### src/apdl_map.svh
// Purpose: offsets, field positions, reset values and prescale masks
// Assumes: byte address of a register is four times its index
// Notes: definitions only
`ifndef APDL_MAP_SVH
`define APDL_MAP_SVH

// register indices; byte address = index * 4
`define APDL_IDX_DAC_HI 6'h06
`define APDL_IDX_DAC_LO 6'h07
`define APDL_IDX_TONE_CTL 6'h08
`define APDL_IDX_TONE_FIFO 6'h09

// reset values
`define APDL_RST_DAC_HI 8'hA2
`define APDL_RST_DAC_LO 8'h00
`define APDL_RST_TONE_CTL 8'h60
`define APDL_RST_TONE_FIFO 8'h00

// field positions
`define APDL_DAC_MODE_MSB 7
`define APDL_DAC_MODE_LSB 5
`define APDL_DAC_NIB_MSB 3
`define APDL_LOCK_SEL_MSB 7
`define APDL_LOCK_SEL_LSB 6
`define APDL_LOCK_OD_BIT 5
`define APDL_TONE_MODE_MSB 2

// prescale masks for the two divided converter rates
`define APDL_PRE_DIV16 4'hF
`define APDL_PRE_DIV4 4'h3

`endif

### src/apdl_pkg.sv
// Purpose: types shared by the auxiliary output bank
// Assumes: nothing
// Notes: pin struct carries the two-signal form of a two-way pin, level and enable
package apdl_pkg;

    // converter pin modes, codes as stored in the mode field
    typedef enum logic [2:0] {
        APDL_MODE_LOW = 3'h0,
        APDL_MODE_HIGH = 3'h1,
        APDL_MODE_HIZ = 3'h2,
        APDL_MODE_DIV16 = 3'h4,
        APDL_MODE_DIV4 = 3'h5,
        APDL_MODE_FULL = 3'h6
    } apdl_dac_mode_t;

    // lock pin source select
    typedef enum logic [1:0] {
        APDL_LOCK_ZERO = 2'h0,
        APDL_LOCK_ONE = 2'h1,
        APDL_LOCK_CARRIER = 2'h2,
        APDL_LOCK_LOCKED = 2'h3
    } apdl_lock_sel_t;

    // output level and enable of a pin
    typedef struct packed {
        logic o;
        logic oe;
    } apdl_pin_t;

endpackage

### src/apdl_regs.sv
// Purpose: converter pin, lock pin and tone byte queue register bank
// Assumes: Avalon-MM slave, byte addresses, data in the low byte
// Notes: every access waits exactly one cycle before its answer
`include "apdl_map.svh"
`timescale 1ns/1ps
`default_nettype none

module apdl_regs
    import apdl_pkg::*;
#(
    parameter int DEPTH = 4
) (
    // clock and reset
    input wire logic clk_i,
    input wire logic reset_i,
    // avalon-mm slave
    input wire logic [7:0] avs_address_i,
    input wire logic avs_read_i,
    input wire logic avs_write_i,
    input wire logic [3:0] avs_byteenable_i,
    input wire logic [31:0] avs_writedata_i,
    output logic [31:0] avs_readdata_o,
    output logic avs_waitrequest_o,
    // demodulator flags
    input wire logic carrier_found_flag_i,
    input wire logic demod_lock_flag_i,
    // pins
    output apdl_pin_t dac_pin_o,
    output apdl_pin_t lock_pin_o,
    // tone modulator side
    input wire logic tone_ready_i,
    output logic tone_valid_o,
    output logic [7:0] tone_byte_o,
    output logic [2:0] tone_mode_o,
    output logic tone_fifo_full_o,
    output logic tone_fifo_empty_o
);

    localparam int AW = $clog2(DEPTH);
    // refuse a queue depth the pointers cannot wrap on
    if (DEPTH < 2 || (DEPTH & (DEPTH - 1)) != 0) begin : g_chk
        $error("apdl_regs: DEPTH must be a power of two, at least 2");
    end
    // register contents, queue storage and pointers
    logic [7:0] dac_hi, dac_lo, tone_ctl, tone_last;
    logic [7:0] mem [DEPTH];
    logic [AW-1:0] wr_ptr, rd_ptr;
    logic [AW:0] count, next_count;
    logic [3:0] pre;
    logic [11:0] cnt, dac_val;
    logic tick, wr_ok, push, take, lock_level;
    apdl_dac_mode_t dac_mode;
    // word decode for the queue push
    function automatic logic hit(input logic [7:0] a,
                                 input logic [5:0] idx);
        hit = (a[7:2] == idx);
    endfunction
    assign dac_mode = apdl_dac_mode_t'(
        dac_hi[`APDL_DAC_MODE_MSB:`APDL_DAC_MODE_LSB]);
    assign dac_val = {dac_hi[`APDL_DAC_NIB_MSB:0], dac_lo};
    // a write lands on the cycle waitrequest is low, lane 0 only
    assign wr_ok = avs_write_i && !avs_waitrequest_o && avs_byteenable_i[0];
    // one wait state: low for one cycle after each request is seen
    always_ff @(posedge clk_i or posedge reset_i) begin
        if (reset_i) begin
            avs_waitrequest_o <= 1'b1;
        end else begin
            avs_waitrequest_o <= !((avs_read_i || avs_write_i)
                                   && avs_waitrequest_o);
        end
    end
    // read data is latched while waiting; unmapped words read zero
    always_ff @(posedge clk_i or posedge reset_i) begin
        if (reset_i) begin
            avs_readdata_o <= 32'h0000_0000;
        end else if (avs_read_i && avs_waitrequest_o) begin
            unique case (avs_address_i[7:2])
                `APDL_IDX_DAC_HI: avs_readdata_o <= {24'h00_0000, dac_hi};
                `APDL_IDX_DAC_LO: avs_readdata_o <= {24'h00_0000, dac_lo};
                `APDL_IDX_TONE_CTL: avs_readdata_o <= {24'h00_0000, tone_ctl};
                `APDL_IDX_TONE_FIFO: avs_readdata_o <= {24'h00_0000, tone_last};
                default: avs_readdata_o <= 32'h0000_0000;
            endcase
        end
    end
    // control registers; bit 4 of dac_hi and bits 4:3 of tone_ctl are
    // stored as written, software keeps them zero
    always_ff @(posedge clk_i or posedge reset_i) begin
        if (reset_i) begin
            dac_hi <= `APDL_RST_DAC_HI;
            dac_lo <= `APDL_RST_DAC_LO;
            tone_ctl <= `APDL_RST_TONE_CTL;
            tone_last <= `APDL_RST_TONE_FIFO;
        end else if (wr_ok) begin
            unique case (avs_address_i[7:2])
                `APDL_IDX_DAC_HI: dac_hi <= avs_writedata_i[7:0];
                `APDL_IDX_DAC_LO: dac_lo <= avs_writedata_i[7:0];
                `APDL_IDX_TONE_CTL: tone_ctl <= avs_writedata_i[7:0];
                `APDL_IDX_TONE_FIFO: tone_last <= avs_writedata_i[7:0];
                default: ;
            endcase
        end
    end
    // tone modulator mode bits leave as a registered copy
    always_ff @(posedge clk_i or posedge reset_i) begin
        if (reset_i) begin
            tone_mode_o <= 3'h0;
        end else begin
            tone_mode_o <= tone_ctl[`APDL_TONE_MODE_MSB:0];
        end
    end
    // byte queue: a full queue drops the byte, software checks full first
    assign push = wr_ok && hit(avs_address_i, `APDL_IDX_TONE_FIFO)
                  && (count != DEPTH[AW:0]);
    assign take = (count != '0) && (!tone_valid_o || tone_ready_i);
    always_comb begin
        next_count = count;
        if (push && !take) begin
            next_count = count + 1'b1;
        end else if (take && !push) begin
            next_count = count - 1'b1;
        end
    end
    // queue storage and pointers
    always_ff @(posedge clk_i or posedge reset_i) begin
        if (reset_i) begin
            wr_ptr <= '0;
            rd_ptr <= '0;
            count <= '0;
            for (int i = 0; i < DEPTH; i++) begin
                mem[i] <= 8'h00;
            end
        end else begin
            count <= next_count;
            if (push) begin
                mem[wr_ptr] <= avs_writedata_i[7:0];
                wr_ptr <= wr_ptr + 1'b1;
            end
            if (take) begin
                rd_ptr <= rd_ptr + 1'b1;
            end
        end
    end
    // output stage keeps tone byte and valid straight off flops
    always_ff @(posedge clk_i or posedge reset_i) begin
        if (reset_i) begin
            tone_valid_o <= 1'b0;
            tone_byte_o <= 8'h00;
            tone_fifo_full_o <= 1'b0;
            tone_fifo_empty_o <= 1'b1;
        end else begin
            if (take) begin
                tone_valid_o <= 1'b1;
                tone_byte_o <= mem[rd_ptr];
            end else if (tone_ready_i) begin
                tone_valid_o <= 1'b0;
            end
            tone_fifo_full_o <= (next_count == DEPTH[AW:0]);
            tone_fifo_empty_o <= (next_count == '0);
        end
    end
    // rate prescaler runs free; tick picks the modulation rate
    always_comb begin
        unique case (dac_mode)
            APDL_MODE_DIV16: tick = (pre == `APDL_PRE_DIV16);
            APDL_MODE_DIV4: tick = ((pre & `APDL_PRE_DIV4)
                                    == `APDL_PRE_DIV4);
            APDL_MODE_FULL: tick = 1'b1;
            default: tick = 1'b0;
        endcase
    end
    // duty counter; advancing only on tick stretches each step
    always_ff @(posedge clk_i or posedge reset_i) begin
        if (reset_i) begin
            pre <= 4'h0;
            cnt <= 12'h000;
        end else begin
            pre <= pre + 4'h1;
            if (tick) begin
                cnt <= cnt + 12'h001;
            end
        end
    end
    // converter pin; reserved codes release the pin as the safe choice
    always_ff @(posedge clk_i or posedge reset_i) begin
        if (reset_i) begin
            dac_pin_o <= '{o: 1'b0, oe: 1'b0};
        end else begin
            unique case (dac_mode)
                APDL_MODE_LOW: dac_pin_o <= '{o: 1'b0, oe: 1'b1};
                APDL_MODE_HIGH: dac_pin_o <= '{o: 1'b1, oe: 1'b1};
                APDL_MODE_HIZ: dac_pin_o <= '{o: 1'b0, oe: 1'b0};
                APDL_MODE_DIV16, APDL_MODE_DIV4, APDL_MODE_FULL: begin
                    dac_pin_o <= '{o: (dac_val > cnt), oe: 1'b1};
                end
                default: dac_pin_o <= '{o: 1'b0, oe: 1'b0};
            endcase
        end
    end
    // lock pin source select
    always_comb begin
        unique case (apdl_lock_sel_t'(
            tone_ctl[`APDL_LOCK_SEL_MSB:`APDL_LOCK_SEL_LSB]))
            APDL_LOCK_ZERO: lock_level = 1'b0;
            APDL_LOCK_ONE: lock_level = 1'b1;
            APDL_LOCK_CARRIER: lock_level = carrier_found_flag_i;
            APDL_LOCK_LOCKED: lock_level = demod_lock_flag_i;
        endcase
    end
    // open drain only pulls low and lets the pull-up make the high
    always_ff @(posedge clk_i or posedge reset_i) begin
        if (reset_i) begin
            lock_pin_o <= '{o: 1'b0, oe: 1'b0};
        end else if (tone_ctl[`APDL_LOCK_OD_BIT]) begin
            lock_pin_o <= '{o: 1'b0, oe: !lock_level};
        end else begin
            lock_pin_o <= '{o: lock_level, oe: 1'b1};
        end
    end
endmodule

`default_nettype wire

### config.mk
export PLATFORM = sky130hd
export DESIGN_NAME = apdl_regs
export DESIGN_NICKNAME = d
export VERILOG_FILES = /design/src/apdl_pkg.sv /design/src/apdl_regs.sv
export VERILOG_INCLUDE_DIRS = /design/src
export SDC_FILE = /design/constraint.sdc
export NUM_CORES = 1
export LEC_CHECK = 0
export ABC_AREA = 1
export ABC_CLOCK_PERIOD_IN_PS = 3500
export BUFFER_PORTS_ARGS = -buffer_cell sky130_fd_sc_hd__buf_2
export CAP_MARGIN = 5
export CORE_UTILIZATION = 33
export CTS_CLUSTER_SIZE = 14
export DETAILED_ROUTE_END_ITERATION = 8
export PLACE_DENSITY_LB_ADDON = 0.15
export SYNTH_ARGS = -nofsm -noshare
export SYNTH_HDL_FRONTEND = slang
export SYNTH_SLANG_ARGS = --single-unit
### constraint.sdc
create_clock -name clk_i -period 3.5 [get_ports clk_i]
set_input_delay 0 -clock clk_i [delete_from_list [all_inputs] [get_ports clk_i]]
set_output_delay 0 -clock clk_i [all_outputs]
set_load 0.05 [all_outputs]
==> out/results.env, run 1 <==
DP_HPWL_UM=8710
WORSTHOLDENDPOINT='wr_ptr[0]$_DFFE_PP0P_'
REG2REG_FROM='count[0]$_DFF_PP0_'
IOPINCOUNT=102
CRIT_CHAIN='inv_1 -> ha_1 -> inv_1 -> o21ai_2 -> inv_2 -> nand2_2 -> nand2_1 -> nand2_1 -> nand2_2 -> inv_2 -> nand2_1 -> nor2_1'
REMAINING_DRC_ERRORS=0
POWER.TOTAL_mW=4.44
GPL.FINAL_WEIGHTED_CONGESTION=0.785
CRIT_SLOWEST_CELL='dfrtp_1'
SYNTH-WARNING-COUNT=0
YS_ASYNC_SR_FRACTION=1.00
CP-END-KIND='flop'
CRITPATHMAXSTAGEDELAY_PS=400
TOP_LAYER='met4'
ROW_COUNT=47
DETAIL_ROUTE.ITER0.VIOLATIONS=243
FIRST_PASS_GRT_WIRE_LENGTH_UM=21100
YOSYSSEQAREASHARE=0.516
POSTSYNTHAREAPERCELL_UM2=9.01
CTS_ROOT_BUFFER='clkbuf_16'
PATH_CLK_SLEW_PS=50
OVERFLOW=0
INITIAL_STANDARD_CELL_UTILIZATION_OF_THE_CORE=0.337
ROUTE.DETAILED.VIAS_PER_INST=4.59
RSZ_0062_RAISED_AFTER_GLOBAL_ROUTING='no'
HOLD_STARTPOINT='avs_address_i[5]'
MIN_DELAY_PATH_DEPTH=5
NUMBER_OF_REGISTER_BITS_INFERRED_BY_SYNTHESIS=114
YOSYS-TOP-CELLS-COUNT='nand2_1, dfrtp_1, nor2_1'
DETAIL_ROUTE.WIRELENGTH.MET1_UM=6150
ROUTED-VIA-COUNT=4166
NETLIST_AREA_UM2=5540
ROUTED_WL_UM=12800
NETLIST-CELL-TYPE-COUNT=41
CELLLEAKAGEPOWER_nW=3.31
CP.ARRIVAL_PS=2240
PERIOD_MINUS_SLACK_PS=1900
WORSTREG2REGEND='tone_fifo_empty_o$_DFF_PP1_'
MOST_FREQUENT_CELL_AFTER_SYNTHESIS='nand2_1'
RRSETUPSLACK_PS=1600
LEAST_MARGIN_PIN_SLEW_PS=812
CRITPATHMOSTFREQUENTCELL='nand2_1'
YS.FLOP_TYPE='dfrtp_1'
CLOCK.FMAX_MHz=528
FLOORPLAN.CORE_AREA_UM2=16500
POST-ROUTE-PERIOD-UTIL=0.541
WORST-ENDPOINT-REQUIRED_PS=3850
ROUTE.MET3.WL_UM=504
DRTPASS1ITERATIONS=5
DESIGN.FINAL.NETS=746
DIODES=0
POST-SYNTH-TOP-AREA-FRACTION=0.483
HOLD_VIOLATION_COUNT_IN_THE_FINAL_REPORT=0
DESIGN.DIE.AREA_UM2=17300
NETLIST_INSTANCES=615
WORST_CLOCK_SKEW_PS=5.73
AREA.GROWTH.SYNTH_TO_FINAL_PCT=18.8
CTS_POST_SETUP_BUFFERS_INSERTED=0
ROUTE.ANTENNA.REMAINING_NETS=0
MAX_CAP_VIOLATIONS=0
SYNTHTOPCELLSBYAREA='dfrtp_1, nand2_1, o21ai_0'
DIE_H_UM=132
ANTENNA_FOUND_INITIAL=1
PORT-BUFFER-COUNT=48
HORIZONTAL_EXTENT_OF_THE_DIE_UM=132
FINAL_LAYOUT_SIZE_SUFFIX_GT1_FRAC=0.172
CTSHTREEMAXLEVEL=4
CRIT_PATH_START_KIND='flop'
CRITICAL_PATH_CLASS='flop to flop'
CTS_TREE='yes'
RUN_STATUS='finished clean'
OVERALL_ROUTING_RESOURCE_USAGE=0.158
SLEW_VIOL_FINAL=0
AVGROUTEDWIREPERCELL_UM=14.1
FINAL-SETUP-VIOL-COUNT=0
PWR_DENSITY_CELL_nW_PER_UM2=674
FINALSETUPTNS_PS=0
SYNTH.LARGEST_AREA_CELL='dfrtp_1'
HOLDCRITPATHCLASS='input pin to flop'
CRITICAL_PATH_PEAK_FANOUT=19
SYNTH-EDFF-COUNT=0
FINISH.UTILIZATION=0.400
MAXSLEWHEADROOM=0.459
INSERTION_DELAY_TO_THE_LATER_SINK_OF_THE_WORST_SKEW_PAIR_PS=410
CTS.PATH.MAX_BUFFERS=2
CTS_SINKS=114
R2R_CELLS=12
NUMBER_OF_BUFFERS_CREATED_BY_CTS=17
TOTAL_MET2_WIRELENGTH_AFTER_DETAILED_ROUTING_UM=5970
VIA_COUNT_OF_THE_FIRST_GLOBAL_ROUTING_PASS=3995
PIN_COUNT_OF_THE_BIGGEST_NET_ENTERING_GLOBAL_ROUTING=65
POWER.IR.VDD_WORST_uV=433
[per-stage QoR]
| step | cells | cell area (um^2) | worst slack (ps) | hold slack (ps) |
|---|---|---|---|---|
| final | 907 | 6590 | 1600 | 27.5 |
| after global routing | 907 | 6590 | 1340 | 47.1 |
| after CTS | 907 | 6590 | 1580 | 15.8 |
| after detailed placement | 869 | 5900 | 1590 | 173 |
| after global placement | 869 | 5900 | 1640 | 170 |
| after floorplan | 638 | 5630 | 496 | 63.0 |
[routing by layer]
metal,track usage,vias up
met5,0,-
met4,0.0543,0
met3,0.0343,13
met2,0.250,87
met1,0.214,1981
li1,-,2085
[logic make-up (layout without fill, tap and decap cells)]
kind of cell	count (synthesis)	after routing	synth area share
AND/OR/NAND/NOR	259	259	0.215
AO/OA/AOI/OAI	117	117	0.114
flip-flops	114	114	0.516
buffers and inverters	87	136	0.0821
adder cells (fa/ha/maj)	21	21	0.0474
XOR/XNOR	16	16	0.0253
other	1	24	0.000676
[what timing repair did]
action                    4_1_cts  5_1_grt
hold endpoints to repair       63        0
hold buffers                    6        0
gates resized for setup         0        0
[placed cells by master (no fill, tap or decap), types with 5 or more instances in the layout]
cell / Yosys / final
buf_2: 5 / 48
nand2_1: 149 / 149
a31oi_1: 8 / 8
nand2_4: 6 / 6
ha_1: 21 / 21
nand2_2: 5 / 5
o21ai_1: 37 / 37
nand4_1: 6 / 6
o21ai_0: 53 / 53
conb_1: 1 / 24
nor2_1: 58 / 58
nand3_1: 17 / 17
inv_2: 5 / 5
a22oi_1: 7 / 7
inv_1: 43 / 42
dfstp_2: 7 / 7
clkbuf_16: 0 / 17
xor2_1: 14 / 14
dfrtp_1: 107 / 107
dlygate4sd3_1: 0 / 6
a21oi_1: 6 / 6
[worst max-delay path, delay by kind of cell, from the launching register on]
kind	cells	cell delay, ps
flip-flops	1	400
AO/OA/AOI/OAI	1	270
AND/OR/NAND/NOR	6	540
buffers and inverters	4	440
adder cells (fa/ha/maj)	1	180
[where the power goes]
group	internal (mW)	switching, mW	leakage (nW)
Clock	1.20	0.623	0.298
Combinational	0.282	0.734	1.50
Sequential	1.45	0.142	1.51
[area by class of cell]
type                       count  area, um^2
timing repair buffer          55         320
fill                        1686        9880
multi-input combinational    437        2310
tap                          220         275
sequential                   114        2860
clock buffer                  18         439
clock inverter                14         188
inverter                      49         189
[registers in the layout (all words and copies together), names as in the netlist, 3 cells and up]
signal	count
count	3
cnt	12
tone_byte_o	8
pre	4
dac_lo	8
tone_ctl	8
mem	32
dac_hi	8
tone_mode_o	3
tone_last	8
avs_readdata_o	8
[worst max-delay path by stage]
stage / start / to / slack [ps] / cells after the start
floorplan: reset_i / avs_readdata_o[0]$_DFFE_PP0P_ / 500 / 1
CTS: count[0]$_DFF_PP0_ / tone_fifo_empty_o$_DFF_PP1_ / 1580 / 12
global placement: count[0]$_DFF_PP0_ / tone_fifo_full_o$_DFF_PP0_ / 1640 / 12
detailed placement: count[0]$_DFF_PP0_ / tone_fifo_empty_o$_DFF_PP1_ / 1590 / 12
global route: count[0]$_DFF_PP0_ / tone_fifo_full_o$_DFF_PP0_ / 1340 / 12
finish: count[0]$_DFF_PP0_ / tone_fifo_empty_o$_DFF_PP1_ / 1600 / 12
Note: power is estimated with default switching activity, not from simulation.
==> inputs of run 2 (changes only) <==
- ABC_CLOCK_PERIOD_IN_PS: 3500 -> 1500
- clock period: 3.5 -> 1.5 ns (I/O delays scaled with it)
==> run 2 against run 1 <==
  * The run now ends with negative setup slack left
  * Routed wire length rose by 5.4%
  * Register-to-register slack got worse by 1600 ps
  * Design area rose by 8.1%
  * Cell count rose by 5.4%
  * Total power rose by 130%
  * Critical path depth fell by 5
  * Critical endpoint is now cnt[7]$_DFFE_PP0P_
==> out/results.env, run 2 (synthesis results as in run 1) <==
CRITICAL_PATH_CLASS='flop to flop'
CRITICAL_PATH_PEAK_FANOUT=3
FLOORPLAN.CORE_AREA_UM2=16500
LARGEST_REGISTER='mem'
CP-END-KIND='flop'
GPL.FINAL_WEIGHTED_CONGESTION=0.802
FILLER_CELL_COUNT=1646
DRTPASS1ITERATIONS=5
LEAST_MARGIN_PIN_SLEW_PS=520
REG.LARGEST.LIST='mem: 32 flops, cnt: 12 flops'
AVGROUTEDWIREPERCELL_UM=14.1
OVERALL_ROUTING_RESOURCE_USAGE=0.163
VIA_COUNT_OF_THE_FIRST_GLOBAL_ROUTING_PASS=4301
MAXSLEWHEADROOM=0.652
PORT-BUFFER-COUNT=48
OVERFLOW=0
ROUTE.DETAILED.VIAS_PER_INST=4.55
IOPINCOUNT=102
ROW_COUNT=47
CRITPATHMOSTFREQUENTCELL='nor2_2'
FINAL_LAYOUT_SIZE_SUFFIX_GT1_FRAC=0.279
SLEW_VIOL_FINAL=0
FINAL-SETUP-VIOL-COUNT=1
RSZ_0062_RAISED_AFTER_GLOBAL_ROUTING='yes'
POST-ROUTE-PERIOD-UTIL=1.00
CRIT_SLOWEST_CELL='dfstp_2'
HORIZONTAL_EXTENT_OF_THE_DIE_UM=132
DIODES=0
FINAL_AREA_UM2=7120
CTS_ROOT_BUFFER='clkbuf_16'
ROUTED_WL_UM=13500
MAX_CAP_VIOLATIONS=0
MULTIINPUTGATEAREA_UM2=2500
WORST-ENDPOINT-REQUIRED_PS=1830
CELLLEAKAGEPOWER_nW=3.52
FINISH.UTILIZATION=0.433
REMAINING_DRC_ERRORS=0
HOLD_VIOLATION_COUNT_IN_THE_FINAL_REPORT=0
ROUTE.ANTENNA.REMAINING_NETS=0
CTS.PATH.MAX_BUFFERS=2
ANTENNA_FOUND_INITIAL=0
SETUP_WS_PS=-6.62
WORST_HOLD_SLACK_PS=23.3
PLACE_AREA_UM2=6200
DETAIL_ROUTE.ITER0.VIOLATIONS=257
DESIGN.DIE.AREA_UM2=17300
CTSHTREEMAXLEVEL=4
PIN_COUNT_OF_THE_BIGGEST_NET_ENTERING_GLOBAL_ROUTING=45
DP_HPWL_UM=9240
CP.ARRIVAL_PS=1830
CTS_TREE='yes'
CRITICAL_PATH_BUF_INV_COUNT=1
RUN_STATUS='finished with violations'
LARGEST_REGISTER_FF_COUNT=32
INITIAL_STANDARD_CELL_UTILIZATION_OF_THE_CORE=0.337
FIRST_PASS_GRT_WIRE_LENGTH_UM=21900
PWR_DENSITY_CELL_nW_PER_UM2=1440
POWER.IR.VDD_WORST_uV=979
CRIT_PATH_START_KIND='flop'
WORST_CLOCK_SKEW_PS=11.3
CRITPATHMAXSTAGEDELAY_PS=530
NUMBER_OF_BUFFERS_CREATED_BY_CTS=17
VIOLATED_CHECKS='negative setup slack'
PERIOD_MINUS_SLACK_PS=1510
DESIGN.FINAL.NETS=795
LAYOUT.CELLS.MOST_COMMON='nand2_1'
ROUTED-VIA-COUNT=4351
CRITICAL-PATH-TOP-DELAY-FAMILY='simple AND/OR/NAND/NOR gates'
AREA.GROWTH.SYNTH_TO_FINAL_PCT=28.5
CRIT_CHAIN='inv_2 -> a21oi_2 -> nand3b_1 -> nor2_2 -> nand3_2 -> nor2_2 -> xor2_1'
FINAL_CELL_COUNT_NO_FILL=956
DIE_H_UM=132
CLOCK.FMAX_MHz=664
INSERTION_DELAY_TO_THE_LATER_SINK_OF_THE_WORST_SKEW_PAIR_PS=410
REGISTER_AREA_UM2=2870
CTS_SINKS=114
PLACE_INST=904
FINAL_CELL_MIX='nand2_1, dfrtp_1, nor2_1'
PATH_CLK_SLEW_PS=60
HOLDCRITPATHCLASS='input pin to flop'
[run 2: changes by cell type in the layout (fill, tap and decap cells not counted), moves of 5 or more]
cell,delta
nor2_1,-5
nor2_2,+5
inv_2,+7
inv_1,-8
buf_4,+41
nand2_2,+11
nand2_1,-13
ha_1,-6
[run 2: stage by stage]
step | setup TNS [ps] | power (mW) | setup slack, ps
after floorplan | 0 | 5.61 | 0.0148
after global placement | -90.4 | 6.31 | -32.8
after detailed placement | -451 | 6.32 | -117
after CTS | -69.2 | 10.2 | -39.9
after global routing | -741 | 10.8 | -97.8
final | -6.62 | 10.2 | -6.62
[run 2: path summary, 6_finish.rpt]
path	startpoint	end	slack, ps	cells after the start
setup / recovery	dac_hi[7]$_DFFE_PP1P_	cnt[7]$_DFFE_PP0P_	-7	7
hold / removal	avs_writedata_i[4]	dac_hi[4]$_DFFE_PP0P_	20	3
setup reg to reg	dac_hi[7]$_DFFE_PP1P_	cnt[7]$_DFFE_PP0P_	-7	7
hold reg to reg	tone_ctl[0]$_DFFE_PP0P_	tone_mode_o[0]$_DFF_PP0_	420	0
max in group asynchronous	reset_i	mem[7]$_DFFE_PP0P_	740	4
min in group asynchronous	reset_i	tone_last[4]$_DFFE_PP0P_	180	3
[run 2: per-layer routing]
layer,vias up,share of wire,GRT usage,wire length (um)
li1,2174,-,-,-
met1,2073,0.46,0.211,6250
met2,85,0.49,0.264,6550
met3,19,0.034,0.0386,462
met4,0,0.016,0.0640,217
met5,-,0,0,0
[run 2: layout make-up]
type / instances / share of cell area
Inverter: 49 / 0.0278
Clock buffer: 21 / 0.0647
Multi-Input combinational cell: 438 / 0.352
Timing Repair Buffer: 103 / 0.102
Clock inverter: 11 / 0.0123
Sequential cell: 114 / 0.403
Tap cell: 220 / 0.0387
[run 2: power breakdown]
group          switching (mW)  internal, mW  total [mW]  leakage [nW]
registers               0.197          3.39        3.59          1.50
clock network            1.39          2.34        3.72         0.268
logic                    1.96         0.957        2.92          1.74
[run 2: worst min-delay path: stages]
cell,delay [ps]
buf_2,70
inv_1,150
o21ai_1,170
[run 2: repair_timing]
action	CTS	global route
hold buffers	6	0
cloned	0	2
hold endpoints to repair	30	0
setup endpoints to repair	23	37
buffers inserted	4	8
resized for setup	11	49
pin swaps	17	19
==> inputs of run 3 (changes only) <==
- MAX_ROUTING_LAYER: not set -> met4
==> run 3 against run 2 <==
  * The run now ends clean
  * Global-route usage grew 0.50 points
  * Sequential share of layout area is essentially flat
  * Die area is the same
  * Combinational power is essentially flat
  * Worst setup slack gained 12 ps
==> out/results.env, run 3 (synthesis results as in run 1) <==
REG.LARGEST.LIST='mem: 32 flops, cnt: 12 flops'
HORIZONTAL_EXTENT_OF_THE_DIE_UM=132
FLOORPLAN.CORE_AREA_UM2=16500
FILLER_CELL_COUNT=1647
FINAL_CELL_MIX='nand2_1, dfrtp_1, nor2_1'
DP_HPWL_UM=9240
POWER.TOTAL_mW=10.2
OVERFLOW=0
MAXSLEWHEADROOM=0.653
INSERTION_DELAY_TO_THE_LATER_SINK_OF_THE_WORST_SKEW_PAIR_PS=420
NUMBER_OF_BUFFERS_CREATED_BY_CTS=17
SETUP_WS_PS=4.96
RSZ_0062_RAISED_AFTER_GLOBAL_ROUTING='yes'
ROUTED_WL_UM=13500
DESIGN.DIE.AREA_UM2=17300
AREA.GROWTH.SYNTH_TO_FINAL_PCT=28.3
CRITICAL_PATH_CLASS='flop to flop'
PERIOD_MINUS_SLACK_PS=1500
CRITICAL_PATH_PEAK_FANOUT=3
IOPINCOUNT=102
LARGEST_REGISTER_FF_COUNT=32
WORST_CLOCK_SKEW_PS=11.3
DRTPASS1ITERATIONS=4
PATH_CLK_SLEW_PS=60
ROUTE.ANTENNA.REMAINING_NETS=0
REMAINING_DRC_ERRORS=0
LEAST_MARGIN_PIN_SLEW_PS=520
CTSHTREEMAXLEVEL=4
ANTENNA_FOUND_INITIAL=0
DIE_H_UM=132
CP-END-KIND='flop'
ROW_COUNT=47
ROUTED-VIA-COUNT=4353
DETAILEDPLACE.WORSTSLACK_PS=-117
PWR_DENSITY_CELL_nW_PER_UM2=1440
SLEW_VIOL_FINAL=0
CTS_ROOT_BUFFER='clkbuf_16'
CTS_SINKS=114
CTS_TREE='yes'
HOLDCRITPATHCLASS='input pin to flop'
WORST-ENDPOINT-REQUIRED_PS=1830
VIA_COUNT_OF_THE_FIRST_GLOBAL_ROUTING_PASS=4302
POST-ROUTE-PERIOD-UTIL=0.997
CELLLEAKAGEPOWER_nW=3.51
DETAIL_ROUTE.ITER0.VIOLATIONS=244
HOLD_VIOLATION_COUNT_IN_THE_FINAL_REPORT=0
PORT-BUFFER-COUNT=48
DIODES=0
FINAL_LAYOUT_SIZE_SUFFIX_GT1_FRAC=0.279
LARGEST_REGISTER='mem'
RUN_STATUS='finished clean'
MAX_CAP_VIOLATIONS=0
OVERALL_ROUTING_RESOURCE_USAGE=0.168
GPL.FINAL_WEIGHTED_CONGESTION=0.814
FIRST_PASS_GRT_WIRE_LENGTH_UM=21900
CLOCK.FMAX_MHz=669
CP.ARRIVAL_PS=1830
LAYOUT.CELLS.MOST_COMMON='nand2_1'
DESIGN.FINAL.NETS=794
PIN_COUNT_OF_THE_BIGGEST_NET_ENTERING_GLOBAL_ROUTING=45
CTS.PATH.MAX_BUFFERS=2
FINAL-SETUP-VIOL-COUNT=0
INITIAL_STANDARD_CELL_UTILIZATION_OF_THE_CORE=0.337
AVGROUTEDWIREPERCELL_UM=14.1
ROUTE.DETAILED.VIAS_PER_INST=4.56
CRIT_PATH_START_KIND='flop'
POWER.IR.VDD_WORST_uV=981
-- run 3: path summary, 6_finish.rpt --
kind / from / end / slack, ps / depth (start not counted)
worst max-delay path: dac_hi[7]$_DFFE_PP1P_ / cnt[7]$_DFFE_PP0P_ / 5 / 7
min in group asynchronous: reset_i / tone_last[4]$_DFFE_PP0P_ / 170 / 3
worst min register to register: tone_ctl[0]$_DFFE_PP0P_ / tone_mode_o[0]$_DFF_PP0_ / 420 / 0
max in group asynchronous: reset_i / mem[7]$_DFFE_PP0P_ / 740 / 4
worst min-delay path: avs_writedata_i[4] / dac_hi[4]$_DFFE_PP0P_ / 20 / 3
worst max register to register: dac_hi[7]$_DFFE_PP1P_ / cnt[7]$_DFFE_PP0P_ / 5 / 7
-- run 3: stage by stage --
step	hold WS, ps	area [um^2]	utilization	TNS (ps)	instances
CTS	10.7	6890	0.418	-69.2	946
global placement	76.5	6200	0.377	-90.4	904
global route	41.7	7110	0.432	-733	955
finish	19.9	7110	0.432	0	955
floorplan	64.3	5650	-	0	638
detailed placement	75.3	6200	0.377	-451	904
-- run 3: area by class of cell --
| cell class | instances | area [um^2] | area share |
|---|---|---|---|
| Sequential cell | 114 | 2870 | 0.403 |
| Multi-Input combinational cell | 438 | 2500 | 0.352 |
| Timing Repair Buffer | 102 | 721 | 0.101 |
| Clock buffer | 21 | 460 | 0.0647 |
| Tap cell | 220 | 275 | 0.0387 |
| Inverter | 49 | 198 | 0.0278 |
| Clock inverter | 11 | 87.6 | 0.0123 |
-- run 3: critical path, cell delays in order, from the launching register on --
cell	delay, ps
dfstp_2	530
inv_2	40
a21oi_2	110
nand3b_1	190
nor2_2	170
nand3_2	110
nor2_2	120
xor2_1	160
-- run 3: timing repair --
item,in CTS,in global routing
pin swaps,17,18
hold buffers,6,0
endpoints found under the setup margin,23,37
gates cloned,0,2
endpoints found under the hold margin,30,0
setup buffers,4,7
resized for setup,11,50
-- run 3: routing by layer --
metal  up-vias  part of all wire  GRT usage
li1       2171                 -          -
met1      2065              0.46      0.213
met2        98              0.49      0.264
met3        19             0.038     0.0367
met4         0             0.016     0.0640
met5         -                 0          -
-- run 3: power by group --
part           internal, mW  total [mW]  switching, mW
registers              3.39        3.59          0.196
clock network          2.34        3.72           1.38
logic                 0.957        2.92           1.96
total                  6.69        10.2           3.54
